--- src/logic/hps_pkg.sv ---
// constants for the root port status/control and descriptor map register bank
// Summary of operation
// - zero test field normal, nonzero selects test
// - indicator writes ignored without indicator capability
// - owner clears when configured bit rises
// - owner held one while configured bit zero
// - feed bit behaviour follows feed switch capability
// - line field shows D+ bit11, D- bit10
// - reset bit one while port in reset
// - sleep bit one while port suspended
// - wake bit one while resume detected/driven
// - enable bit one means port enabled
// - change bit set when attach state changes
// - attach bit one while peripheral present
// - reset, sleep, wake, enable, change and attach bits read zero while unpowered
// - completion bit set when descriptor finishes
// - reading completion map clears its set bits
// - bypass bit skips descriptor; map resets ones
// - skipped descriptor content never processed
// - scan stops after final mark, then restarts
// - final mark is bitmap, resets zero
package hps_pkg;
  localparam int ADDR_W = 12;
  localparam int NUM_DESC = 32;
  // register byte offsets
  localparam logic [11:0] OFS_CONFIG_DONE = 12'h060;
  localparam logic [11:0] OFS_PORT_CS     = 12'h064;
  localparam logic [11:0] OFS_ISO_DONE    = 12'h130;
  localparam logic [11:0] OFS_ISO_BYPASS  = 12'h134;
  localparam logic [11:0] OFS_ISO_FINAL   = 12'h138;
  localparam logic [11:0] OFS_INT_DONE    = 12'h140;
  // port control/status field positions
  localparam int POS_TEST_HI  = 19;
  localparam int POS_TEST_LO  = 16;
  localparam int POS_IND_HI   = 15;
  localparam int POS_IND_LO   = 14;
  localparam int POS_OWNER    = 13;
  localparam int POS_FEED     = 12;
  localparam int POS_LINE_DP  = 11;
  localparam int POS_LINE_DM  = 10;
  localparam int POS_RESET    = 8;
  localparam int POS_SLEEP    = 7;
  localparam int POS_WAKE     = 6;
  localparam int POS_ENABLE   = 2;
  localparam int POS_CHANGE   = 1;
  localparam int POS_ATTACH   = 0;
  localparam int POS_CONFIGURED = 0;
  // reset values
  localparam logic [31:0] RST_ISO_DONE   = 32'h0000_0000;
  localparam logic [31:0] RST_ISO_BYPASS = 32'hffff_ffff;
  localparam logic [31:0] RST_ISO_FINAL  = 32'h0000_0000;
  localparam logic [31:0] RST_INT_DONE   = 32'h0000_0000;
  localparam logic [3:0]  RST_TEST       = 4'h0;
  localparam logic [1:0]  RST_IND        = 2'h0;
  localparam logic        RST_OWNER      = 1'b1;
  // full speed K state on {dp, dm}
  localparam logic [1:0]  LINE_K         = 2'h1;
  localparam logic [4:0]  LAST_INDEX     = 5'h1f;
endpackage

--- src/logic/hps_port_maps.sv ---
// root port status/control and descriptor scheduling map register bank
`timescale 1ns/1ps
`default_nettype none
module hps_port_maps
  import hps_pkg::*;
(
  // clock and reset
  input  wire logic              clock,
  input  wire logic              rst,
  // avalon-mm slave
  input  wire logic [ADDR_W-1:0] avs_address,
  input  wire logic              avs_read,
  input  wire logic              avs_write,
  input  wire logic [31:0]       avs_writedata,
  input  wire logic [3:0]        avs_byteenable,
  output logic [31:0]            avs_readdata,
  output logic                   avs_waitrequest,
  // structural capabilities
  input  wire logic              cap_indicator,
  input  wire logic              cap_feed_switch,
  // port line pins
  input  wire logic              line_dp,
  input  wire logic              line_dm,
  input  wire logic              peer_present,
  // port controls
  output logic [3:0]             test_mode,
  output logic                   test_active,
  output logic [1:0]             indicator,
  output logic                   owner,
  output logic                   feed_on,
  output logic                   reset_drive,
  output logic                   sleep_on,
  output logic                   wake_drive,
  output logic                   link_enabled,
  // descriptor engine side
  input  wire logic [31:0]       iso_valid,
  input  wire logic              exec_ready,
  output logic                   iso_issue,
  output logic [4:0]             iso_issue_idx,
  input  wire logic              iso_done_evt,
  input  wire logic [4:0]        iso_done_idx,
  input  wire logic              int_done_evt,
  input  wire logic [4:0]        int_done_idx
);
  ////////////////////////////////////////////////////////////////////////
  // state
  logic        ack_q;
  logic [31:0] rdata_q;
  logic [2:0]  sync1_q;
  logic [2:0]  sync2_q;
  logic        attach_prev_q;
  logic        cf_q;
  logic        cf_prev_q;
  logic [3:0]  test_q;
  logic [1:0]  ind_q;
  logic        owner_q;
  logic        feed_q;
  logic        reset_q;
  logic        sleep_q;
  logic        wake_q;
  logic        enable_q;
  logic        change_q;
  logic [31:0] iso_done_q;
  logic [31:0] iso_bypass_q;
  logic [31:0] iso_final_q;
  logic [31:0] int_done_q;
  logic [4:0]  scan_idx_q;
  logic        issue_q;
  logic [4:0]  issue_idx_q;

  logic        req;
  logic        wr_acc;
  logic        rd_acc;
  logic        wr_port;
  logic [31:0] wd_port;
  logic [31:0] port_view;
  logic [31:0] rmux;
  logic        line_dp_s;
  logic        line_dm_s;
  logic        attach_s;
  logic        feed_now;
  logic        k_seen;
  // merge write data into old value by byte lanes
  function automatic logic [31:0] lane_merge(input logic [31:0] old, input logic [31:0] nw,
                                             input logic [3:0] be);
    logic [31:0] r;
    r = old;
    for (int i = 0; i < 4; i++)
      r[i*8 +: 8] = be[i] ? nw[i*8 +: 8] : old[i*8 +: 8];
    return r;
  endfunction
  ////////////////////////////////////////////////////////////////////////
  // bus slave: one wait cycle, then accept
  assign req = avs_read | avs_write;
  assign avs_waitrequest = req & ~ack_q;
  assign wr_acc = avs_write & ack_q;
  assign rd_acc = avs_read & ack_q;
  assign wr_port = wr_acc && (avs_address == OFS_PORT_CS);
  assign wd_port = lane_merge(port_view, avs_writedata, avs_byteenable);
  assign avs_readdata = rdata_q;

  // acknowledge toggles while a request is held
  always_ff @(posedge clock)
  begin
    if (rst)
      ack_q <= 1'b0;
    else
      ack_q <= req & ~ack_q;
  end

  // read data captured the cycle before acceptance
  always_ff @(posedge clock)
  begin
    if (rst)
      rdata_q <= 32'h0000_0000;
    else if (avs_read & ~ack_q)
      rdata_q <= rmux;
  end

  // read decode, unmapped reads zero
  always_comb
  begin
    if (avs_address == OFS_CONFIG_DONE)
      rmux = {31'h0000_0000, cf_q};
    else if (avs_address == OFS_PORT_CS)
      rmux = port_view;
    else if (avs_address == OFS_ISO_DONE)
      rmux = iso_done_q;
    else if (avs_address == OFS_ISO_BYPASS)
      rmux = iso_bypass_q;
    else if (avs_address == OFS_ISO_FINAL)
      rmux = iso_final_q;
    else if (avs_address == OFS_INT_DONE)
      rmux = int_done_q;
    else
      rmux = 32'h0000_0000;
  end
  ////////////////////////////////////////////////////////////////////////
  // pin synchronisers
  always_ff @(posedge clock)
  begin
    if (rst)
    begin
      sync1_q <= 3'h0;
      sync2_q <= 3'h0;
    end
    else
    begin
      sync1_q <= {peer_present, line_dp, line_dm};
      sync2_q <= sync1_q;
    end
  end
  assign line_dm_s = sync2_q[0];
  assign line_dp_s = sync2_q[1];
  assign attach_s  = sync2_q[2];
  assign k_seen = ({line_dp_s, line_dm_s} == LINE_K);
  ////////////////////////////////////////////////////////////////////////
  // port control/status view
  always_comb
  begin
    port_view = 32'h0000_0000;
    port_view[POS_TEST_HI:POS_TEST_LO] = test_q;
    port_view[POS_IND_HI:POS_IND_LO] = ind_q;
    port_view[POS_OWNER] = owner_q;
    port_view[POS_FEED] = feed_now;
    port_view[POS_LINE_DP] = line_dp_s;
    port_view[POS_LINE_DM] = line_dm_s;
    if (feed_now)
    begin
      port_view[POS_RESET]  = reset_q;
      port_view[POS_SLEEP]  = sleep_q;
      port_view[POS_WAKE]   = wake_q;
      port_view[POS_ENABLE] = enable_q;
      port_view[POS_CHANGE] = change_q;
      port_view[POS_ATTACH] = attach_s;
    end
  end

  // feed is fixed on without switch capability
  assign feed_now = cap_feed_switch ? feed_q : 1'b1;
  // configured flag and its previous value
  always_ff @(posedge clock)
  begin
    if (rst)
    begin
      cf_q <= 1'b0;
      cf_prev_q <= 1'b0;
    end
    else
    begin
      cf_prev_q <= cf_q;
      if (wr_acc && (avs_address == OFS_CONFIG_DONE) && avs_byteenable[0])
        cf_q <= avs_writedata[POS_CONFIGURED];
    end
  end

  // owner handoff
  always_ff @(posedge clock)
  begin
    if (rst)
      owner_q <= RST_OWNER;
    else if (!cf_q)
      owner_q <= 1'b1;
    else if (!cf_prev_q)
      owner_q <= 1'b0;
    else if (wr_port)
      owner_q <= wd_port[POS_OWNER];
  end

  // test select, indicator and feed
  always_ff @(posedge clock)
  begin
    if (rst)
    begin
      test_q <= RST_TEST;
      ind_q <= RST_IND;
      feed_q <= 1'b0;
    end
    else if (wr_port)
    begin
      test_q <= wd_port[POS_TEST_HI:POS_TEST_LO];
      if (cap_indicator)
        ind_q <= wd_port[POS_IND_HI:POS_IND_LO];
      if (cap_feed_switch)
        feed_q <= wd_port[POS_FEED];
    end
  end

  // reset, enable, sleep and wake state
  always_ff @(posedge clock)
  begin
    if (rst || !feed_now)
    begin
      reset_q <= 1'b0;
      enable_q <= 1'b0;
      sleep_q <= 1'b0;
      wake_q <= 1'b0;
    end
    else
    begin
      if (!attach_s)
        enable_q <= 1'b0;
      else if (wr_port && reset_q && !wd_port[POS_RESET])
        enable_q <= 1'b1;
      else if (wr_port && (wd_port[POS_RESET] || !wd_port[POS_ENABLE]))
        enable_q <= 1'b0;
      if (wr_port)
        reset_q <= wd_port[POS_RESET];
      if (wr_port && wake_q && !wd_port[POS_WAKE])
        sleep_q <= 1'b0;
      else if (wr_port && wd_port[POS_RESET])
        sleep_q <= 1'b0;
      else if (wr_port && enable_q && wd_port[POS_SLEEP])
        sleep_q <= 1'b1;
      if (sleep_q && k_seen)
        wake_q <= 1'b1;
      else if (wr_port)
        wake_q <= wd_port[POS_WAKE];
    end
  end

  // connect change, set wins over write-one clear
  always_ff @(posedge clock)
  begin
    if (rst)
    begin
      attach_prev_q <= 1'b0;
      change_q <= 1'b0;
    end
    else
    begin
      attach_prev_q <= attach_s;
      if (attach_s != attach_prev_q)
        change_q <= 1'b1;
      else if (wr_port && avs_writedata[POS_CHANGE] && avs_byteenable[0])
        change_q <= 1'b0;
    end
  end
  ////////////////////////////////////////////////////////////////////////
  // completion maps: event set wins, read clears only bits returned
  always_ff @(posedge clock)
  begin
    if (rst)
    begin
      iso_done_q <= RST_ISO_DONE;
      int_done_q <= RST_INT_DONE;
    end
    else
    begin
      iso_done_q <= (iso_done_q & ~((rd_acc && (avs_address == OFS_ISO_DONE)) ? rdata_q : 32'h0000_0000))
                    | (iso_done_evt ? (32'h0000_0001 << iso_done_idx) : 32'h0000_0000);
      int_done_q <= (int_done_q & ~((rd_acc && (avs_address == OFS_INT_DONE)) ? rdata_q : 32'h0000_0000))
                    | (int_done_evt ? (32'h0000_0001 << int_done_idx) : 32'h0000_0000);
    end
  end

  // bypass and final mark maps
  always_ff @(posedge clock)
  begin
    if (rst)
    begin
      iso_bypass_q <= RST_ISO_BYPASS;
      iso_final_q <= RST_ISO_FINAL;
    end
    else if (wr_acc && (avs_address == OFS_ISO_BYPASS))
      iso_bypass_q <= lane_merge(iso_bypass_q, avs_writedata, avs_byteenable);
    else if (wr_acc && (avs_address == OFS_ISO_FINAL))
      iso_final_q <= lane_merge(iso_final_q, avs_writedata, avs_byteenable);
  end
  ////////////////////////////////////////////////////////////////////////
  // isochronous scan: one index per ready cycle
  always_ff @(posedge clock)
  begin
    if (rst)
    begin
      scan_idx_q <= 5'h00;
      issue_q <= 1'b0;
      issue_idx_q <= 5'h00;
    end
    else if (exec_ready)
    begin
      issue_q <= iso_valid[scan_idx_q] & ~iso_bypass_q[scan_idx_q];
      issue_idx_q <= scan_idx_q;
      if (iso_final_q[scan_idx_q] || (scan_idx_q == LAST_INDEX))
        scan_idx_q <= 5'h00;
      else
        scan_idx_q <= scan_idx_q + 5'h01;
    end
    else
      issue_q <= 1'b0;
  end
  ////////////////////////////////////////////////////////////////////////
  // outputs
  assign test_mode = test_q;
  assign test_active = (test_q != 4'h0);
  assign indicator = ind_q;
  assign owner = owner_q;
  assign feed_on = feed_now;
  assign reset_drive = reset_q;
  assign sleep_on = sleep_q;
  assign wake_drive = wake_q;
  assign link_enabled = enable_q;
  assign iso_issue = issue_q;
  assign iso_issue_idx = issue_idx_q;
endmodule
`default_nettype wire

--- config.mk ---
export PLATFORM = sky130hd
export DESIGN_NAME = hps_port_maps
export DESIGN_NICKNAME = d
export VERILOG_FILES = /design/src/logic/hps_pkg.sv /design/src/logic/hps_port_maps.sv
export SDC_FILE = /design/constraint.sdc
export NUM_CORES = 1
export LEC_CHECK = 0
export BUFFER_PORTS_ARGS = -buffer_cell sky130_fd_sc_hd__buf_2
export CAP_MARGIN = 40
export CORE_UTILIZATION = 45
export CTS_CLUSTER_SIZE = 16
export DETAILED_ROUTE_END_ITERATION = 6
export GPL_ROUTABILITY_DRIVEN = 1
export PLACE_DENSITY = 0.66
export SYNTH_ARGS = -nofsm -noshare
export SYNTH_HDL_FRONTEND = slang
export SYNTH_SLANG_ARGS = --single-unit
--- constraint.sdc ---
create_clock -name clock -period 3.05 [get_ports clock]
set_input_delay 0.305 -clock clock [delete_from_list [all_inputs] [get_ports clock]]
set_output_delay 0.305 -clock clock [all_outputs]
set_load 0.05 [all_outputs]
## Word-level counts from Yosys, hierarchy flattened

Cells that the tools add are included.

- Shift-type cells: 2
- Bitwise gates (word level): 18
- Eq/ne operators: 11
- Reductions and logical operators: 45
- Order comparisons: 1
- Mux-type cells: 30
- Add/subtract/negate cells: 1

Operators with widths:

| operator | count |
|---|---|
| 32-bit 2-to-1 mux | 10 |
| 32-bit AND | 2 |
| 32-bit inverter | 2 |
| 32-bit bitwise OR | 2 |
| 1-bit by 5-bit << shifter with 32-bit output, first input constant | 2 |
| 12-bit by 9-bit == test with 1-bit output, second input constant | 4 |
| 12-bit by 7-bit == test with 1-bit output, second input constant | 2 |
| 1-bit logical AND | 18 |
| 1-bit binary-select mux with 5-bit select | 3 |
| 3-bit AND reduction | 5 |
| 2-bit AND reduction | 7 |
| 1-bit 2-to-1 mux | 12 |
| 8-bit 2-to-1 mux | 1 |
| 5-bit by 6-bit < comparator with 1-bit output, second input constant | 1 |
| 3-bit 2-to-1 mux | 2 |
| 6-bit 2-to-1 mux | 1 |
| 1-bit inverter | 6 |
| 2-bit nonzero test | 3 |
| 2-bit OR reduction | 3 |
| 5-bit by 1-bit adder with 5-bit output, second input constant | 1 |
| 1-bit AND | 5 |
| 5-bit == test, second input constant | 1 |
| 5-bit 2-to-1 mux | 1 |
| 1-bit logical NOT | 4 |
| other kinds (8) | 10 |

- Word-level logic and storage cells: 137
- Output and inout bits: 52
- Bits in registers: 194
- Input port bits: 102

## Longest topological paths before layout

- Depth after elaboration: 8
- Mapped depth: 9
- Depth with buffers taken out: 6

## Worst setup path after synthesis

No wires, ideal clock.

- Path type: input port to flip-flop
- Start point: input port avs_address[11]
- End point: register iso_bypass_q[16]
- Setup time: 0.129 ns
- Cell stages on the path: 7
- Slack: 0.933 ns
- Data arrival time: 1.987 ns
- Buffers on the path: 2
- Data required time: 2.921 ns
- Cells stage by stage: or4_4 > or2_1 > buf_6 > or3_1 > buf_2 > mux2i_1 > nand2_1

- Word-level cells in the longest chain between the ends: 3

Ends and longest elaborated chain:

| what | line | RTL |
|---|---|---|
| from (decl) | hps_port_maps.sv:11 | `input wire logic [ADDR_W-1:0] avs_address,` |
| 12-bit by 9-bit == test with 1-bit output | hps_port_maps.sv:305 | `else if (wr_acc && (avs_address == OFS_ISO_BYPASS))` |
| 1-bit logical AND | hps_port_maps.sv:305 |  |
| 2-bit AND reduction (no source line) | -- |  |
| to (signal assigned) | hps_port_maps.sv:306 | `iso_bypass_q <= lane_merge(iso_bypass_q, avs_writedata, avs_byteenable);` |
| to (decl) | hps_port_maps.sv:64 | `logic [31:0] iso_bypass_q;` |

No other way between the ends.
A chain may end at the register's enable or synchronous reset.

## Final worst setup path

- Start point: register scan_idx_q[0]
- End point: register scan_idx_q[4]

- Word-level cells in the longest chain between the ends: 4
- Elaborated cells on any way between the ends: 6
- Classes of those cells: add/sub: 1; eq/ne: 1; mux: 3; reduce/logical: 1

Ends and longest elaborated chain:

| what | line | RTL |
|---|---|---|
| from (decl) | hps_port_maps.sv:67 | `logic [4:0] scan_idx_q;` |
| from (signal assigned) | hps_port_maps.sv:327 | `scan_idx_q <= scan_idx_q + 5'h01;` |
| 1-bit binary-select mux with 5-bit select | hps_port_maps.sv:324 | `if (iso_final_q[scan_idx_q] \|\| (scan_idx_q == LAST_INDEX))` |
| 1-bit 2-to-1 mux (not written as such) | hps_port_maps.sv:324 |  |
| 1-bit logical OR | hps_port_maps.sv:324 |  |
| 5-bit 2-to-1 mux * | hps_port_maps.sv:324 |  |

Every way passes the cells marked *; elsewhere a longest branch is shown, timed or not. The select of a mux whose other input is x is not followed.

==> impl_metrics.env <==
export IMPL_status="finished clean"
export IMPL_areaGrowthSynthToFinish_pct=15.8
export IMPL_cts_root_buffer="clkbuf_16"
export IMPL_post_cts_buffers=0
export IMPL_synth_edf_count=0
export IMPL_finalHoldViolations=0
export IMPL_cts_tree="yes"
export IMPL_end_kind="register"
export IMPL_synth_common_cells="194 x dfxtp_1, 159 x nand2_1, 137 x nor2_1"
export IMPL_nets=1390
export IMPL_drive_above_1_share_pct=17.9
export IMPL_row_count=52
export IMPL_ys_flop_type="dfxtp_1"
export IMPL_overflow=0
export IMPL_cts_sinks=194
export IMPL_period_needed_ns=2.39
export IMPL_ys_top_cells_by_area="dfxtp_1 41%, mux2i_1 8.8%, nand2_1 6.3%"
export IMPL_grt_pass1_vias=8523
export IMPL_initial_utilization_pct=46.6
export IMPL_vias=9236
export IMPL_power_density_nw_per_um2=461
export IMPL_path_cells="mux4_2 -> nand2b_1 -> a41oi_1 -> nand4_1 -> o31ai_1"
export IMPL_drv_cap=0
export IMPL_slew_violations=0
export IMPL_place_hpwl_mm=24.0
export IMPL_drt_vias_per_instance=5.89
export IMPL_hold_buffers=0
export IMPL_path_buf_inv=0
export IMPL_place_congestion=0.906
export IMPL_rsz0062_at_grt="false"
export IMPL_worstPathRequired_ns=3.39
export IMPL_path_max_fanout=13
export IMPL_grt_start_max_net_pins=81
export IMPL_drc=0
export IMPL_start_kind="register"
export IMPL_die_y_um=148
export IMPL_period_share_pct=78.3
export IMPL_clock_latency_ns=0.44
export IMPL_synth_most_common_cell="dfxtp_1"
export IMPL_wl_per_cell_um=20.3
export IMPL_track_usage_pct=29.5
export IMPL_synth_area_leader_cell="dfxtp_1"
export IMPL_ys_seq_area_share_pct=40.7
export IMPL_io_pins=154
export IMPL_grt_pass1_wl_mm=49.1
export IMPL_fin_setup_tns_ns=0
export IMPL_max_stage_delay_ns=0.62
export IMPL_synth_area_per_cell_sq_um=8.17
export IMPL_core_sq_um=20500
export IMPL_relSlewSlack_pct=37.5
export IMPL_cts_inserted_buffers=17
export IMPL_hp_class="in2reg"
export IMPL_synthesis_area_sq_um=9550
export IMPL_cellLeakagePower_nw=4.26
export IMPL_fmax_mhz=418
export IMPL_die_area_sq_um=21800
export IMPL_clkSlewWorstSetupHoldPaths_ns=0.07
export IMPL_ys_seq_elements=194
export IMPL_dp_slack_ns=0.482
export IMPL_async_flop_share_pct=0
export IMPL_fin_skew_ns=0.00758
export IMPL_final_antenna_net_count=0
export IMPL_portBuffers=153
export IMPL_critPathKind="reg2reg"
export IMPL_synthCells=1169
export IMPL_tightestPinTransition_ns=0.935
export IMPL_wl_mm=31.9
export IMPL_synth_top_cell_area_share_pct=40.7
export IMPL_setup_slack_ns=0.660
export IMPL_setup_viol=0
export IMPL_critPathTopFamily="compound AO/OA/AOI/OAI gates"
export IMPL_worstPathArrival_ns=2.73
export IMPL_synth_cell_type_count=60
export IMPL_dr_pass1_iters=6
export IMPL_syn_nets=1273
export IMPL_clock_path_buffers=2
export IMPL_first_iter_violations=1015
export IMPL_ctsResizeCount=0
export IMPL_die_x_um=148
export IMPL_cpMaxStageDelayCell="dfxtp_1"
export IMPL_antenna_found_initial=1
export IMPL_h_tree_depth=4
export IMPL_synth_warning_count=0
export IMPL_vdd_drop_max_v=0.000349
## worst register-to-register path, delay by kind of cell, from the launching register on
family / cells / cell delay (ns)
multiplexers: 1 / 0.58
AO/OA/AOI/OAI: 2 / 0.68
flip-flops: 1 / 0.62
AND/OR/NAND/NOR: 2 / 0.41
## final timing paths
check,startpoint,to,slack (ns),depth (start not counted)
setup / recovery,scan_idx_q[0]$_SDFFE_PP0P_,scan_idx_q[4]$_SDFFE_PP0P_,0.66,5
hold / removal,peer_present,sync1_q[2]$_SDFF_PP0_,0.08,2
setup reg to reg,scan_idx_q[0]$_SDFFE_PP0P_,scan_idx_q[4]$_SDFFE_PP0P_,0.66,5
hold reg to reg,sync1_q[1]$_SDFF_PP0_,sync2_q[1]$_SDFF_PP0_,0.44,1
## cell usage in the layout (no fill, tap or decap), drive strengths merged, types with 3 or more instances in the layout
cell / synthesis / layout
clkinv: 1 / 5
o31ai: 4 / 4
nand2b: 8 / 8
nand3: 11 / 11
nand2: 159 / 159
a221o: 5 / 5
nand4: 11 / 11
or4: 4 / 4
a41oi: 3 / 3
dfxtp: 194 / 194
mux2i: 84 / 84
o211ai: 6 / 6
clkbuf: 57 / 23
mux4: 7 / 7
a211oi: 6 / 6
a2111oi: 10 / 10
inv: 58 / 60
a32oi: 23 / 23
nor3: 13 / 13
nor2b: 30 / 30
nor2: 137 / 137
a2bb2oi: 6 / 6
a221oi: 6 / 6
or3: 6 / 6
a22o: 9 / 9
o21a: 5 / 5
a21oi: 97 / 97
buf: 32 / 187
o21ai: 83 / 83
o2bb2ai: 25 / 25
a22oi: 38 / 38
and2: 4 / 4
nor4: 5 / 5
## flip-flops by register name (all words and copies together) (netlist names), 2 cells and up
register	count
avs_readdata	32
int_done_q	32
iso_bypass_q	32
iso_done_q	32
iso_final_q	32
iso_issue_idx	5
scan_idx_q	5
test_mode	4
sync1_q	3
sync2_q	3
indicator	2
## logic make-up after synthesis
family          count (synthesis)  share of synthesized area [%]
flops                         194                           40.7
compound gates                333                           22.8
xor+xnor                        1                         0.0917
buf+inv                       148                           6.46
fa+ha+maj                       2                          0.262
simple gates                  400                           19.2
mux                            91                           10.5
## through the flow
step                hold slack, ns  instances  utilization (%)  total power, mW  instance area [sq um]
floorplan                    0.414       1169                -             2.89                   9550
finish                      0.0753       1569             54.0             5.10                  11100
CTS                         0.0703       1568             54.0             5.10                  11100
global placement             0.419       1535             51.4             3.09                  10500
detailed placement           0.422       1537             51.4             3.10                  10500
global route                0.0723       1568             54.0             5.25                  11100
## metal layers
layer | share of wire (%) | up-vias | track usage [%]
met4 | 2.3 | 2 | 9.23
met5 | 0.041 | - | 0
met3 | 8.0 | 51 | 5.68
li1 | - | 4386 | -
met1 | 47 | 4397 | 43.0
met2 | 43 | 400 | 43.6
## power breakdown
| group | internal (mW) | switching (mW) | leakage, nW |
|---|---|---|---|
| registers | 2.56 | 0.0348 | 1.57 |
| logic | 0.147 | 0.311 | 2.45 |
| clock network | 1.06 | 0.987 | 0.248 |
| total | 3.77 | 1.33 | 4.26 |
## area by class of cell
cell class | instances | area, sq um
Multi-Input combinational cell | 827 | 5080
Sequential cell | 194 | 3880
Inverter | 59 | 221
Tap cell | 270 | 338
Antenna cell | 1 | 2.50
Fill cell | 2030 | 9430
Clock buffer | 23 | 458
Clock inverter | 8 | 56.3
Timing Repair Buffer | 187 | 1020
Note: power is estimated with default switching activity, not from simulation.
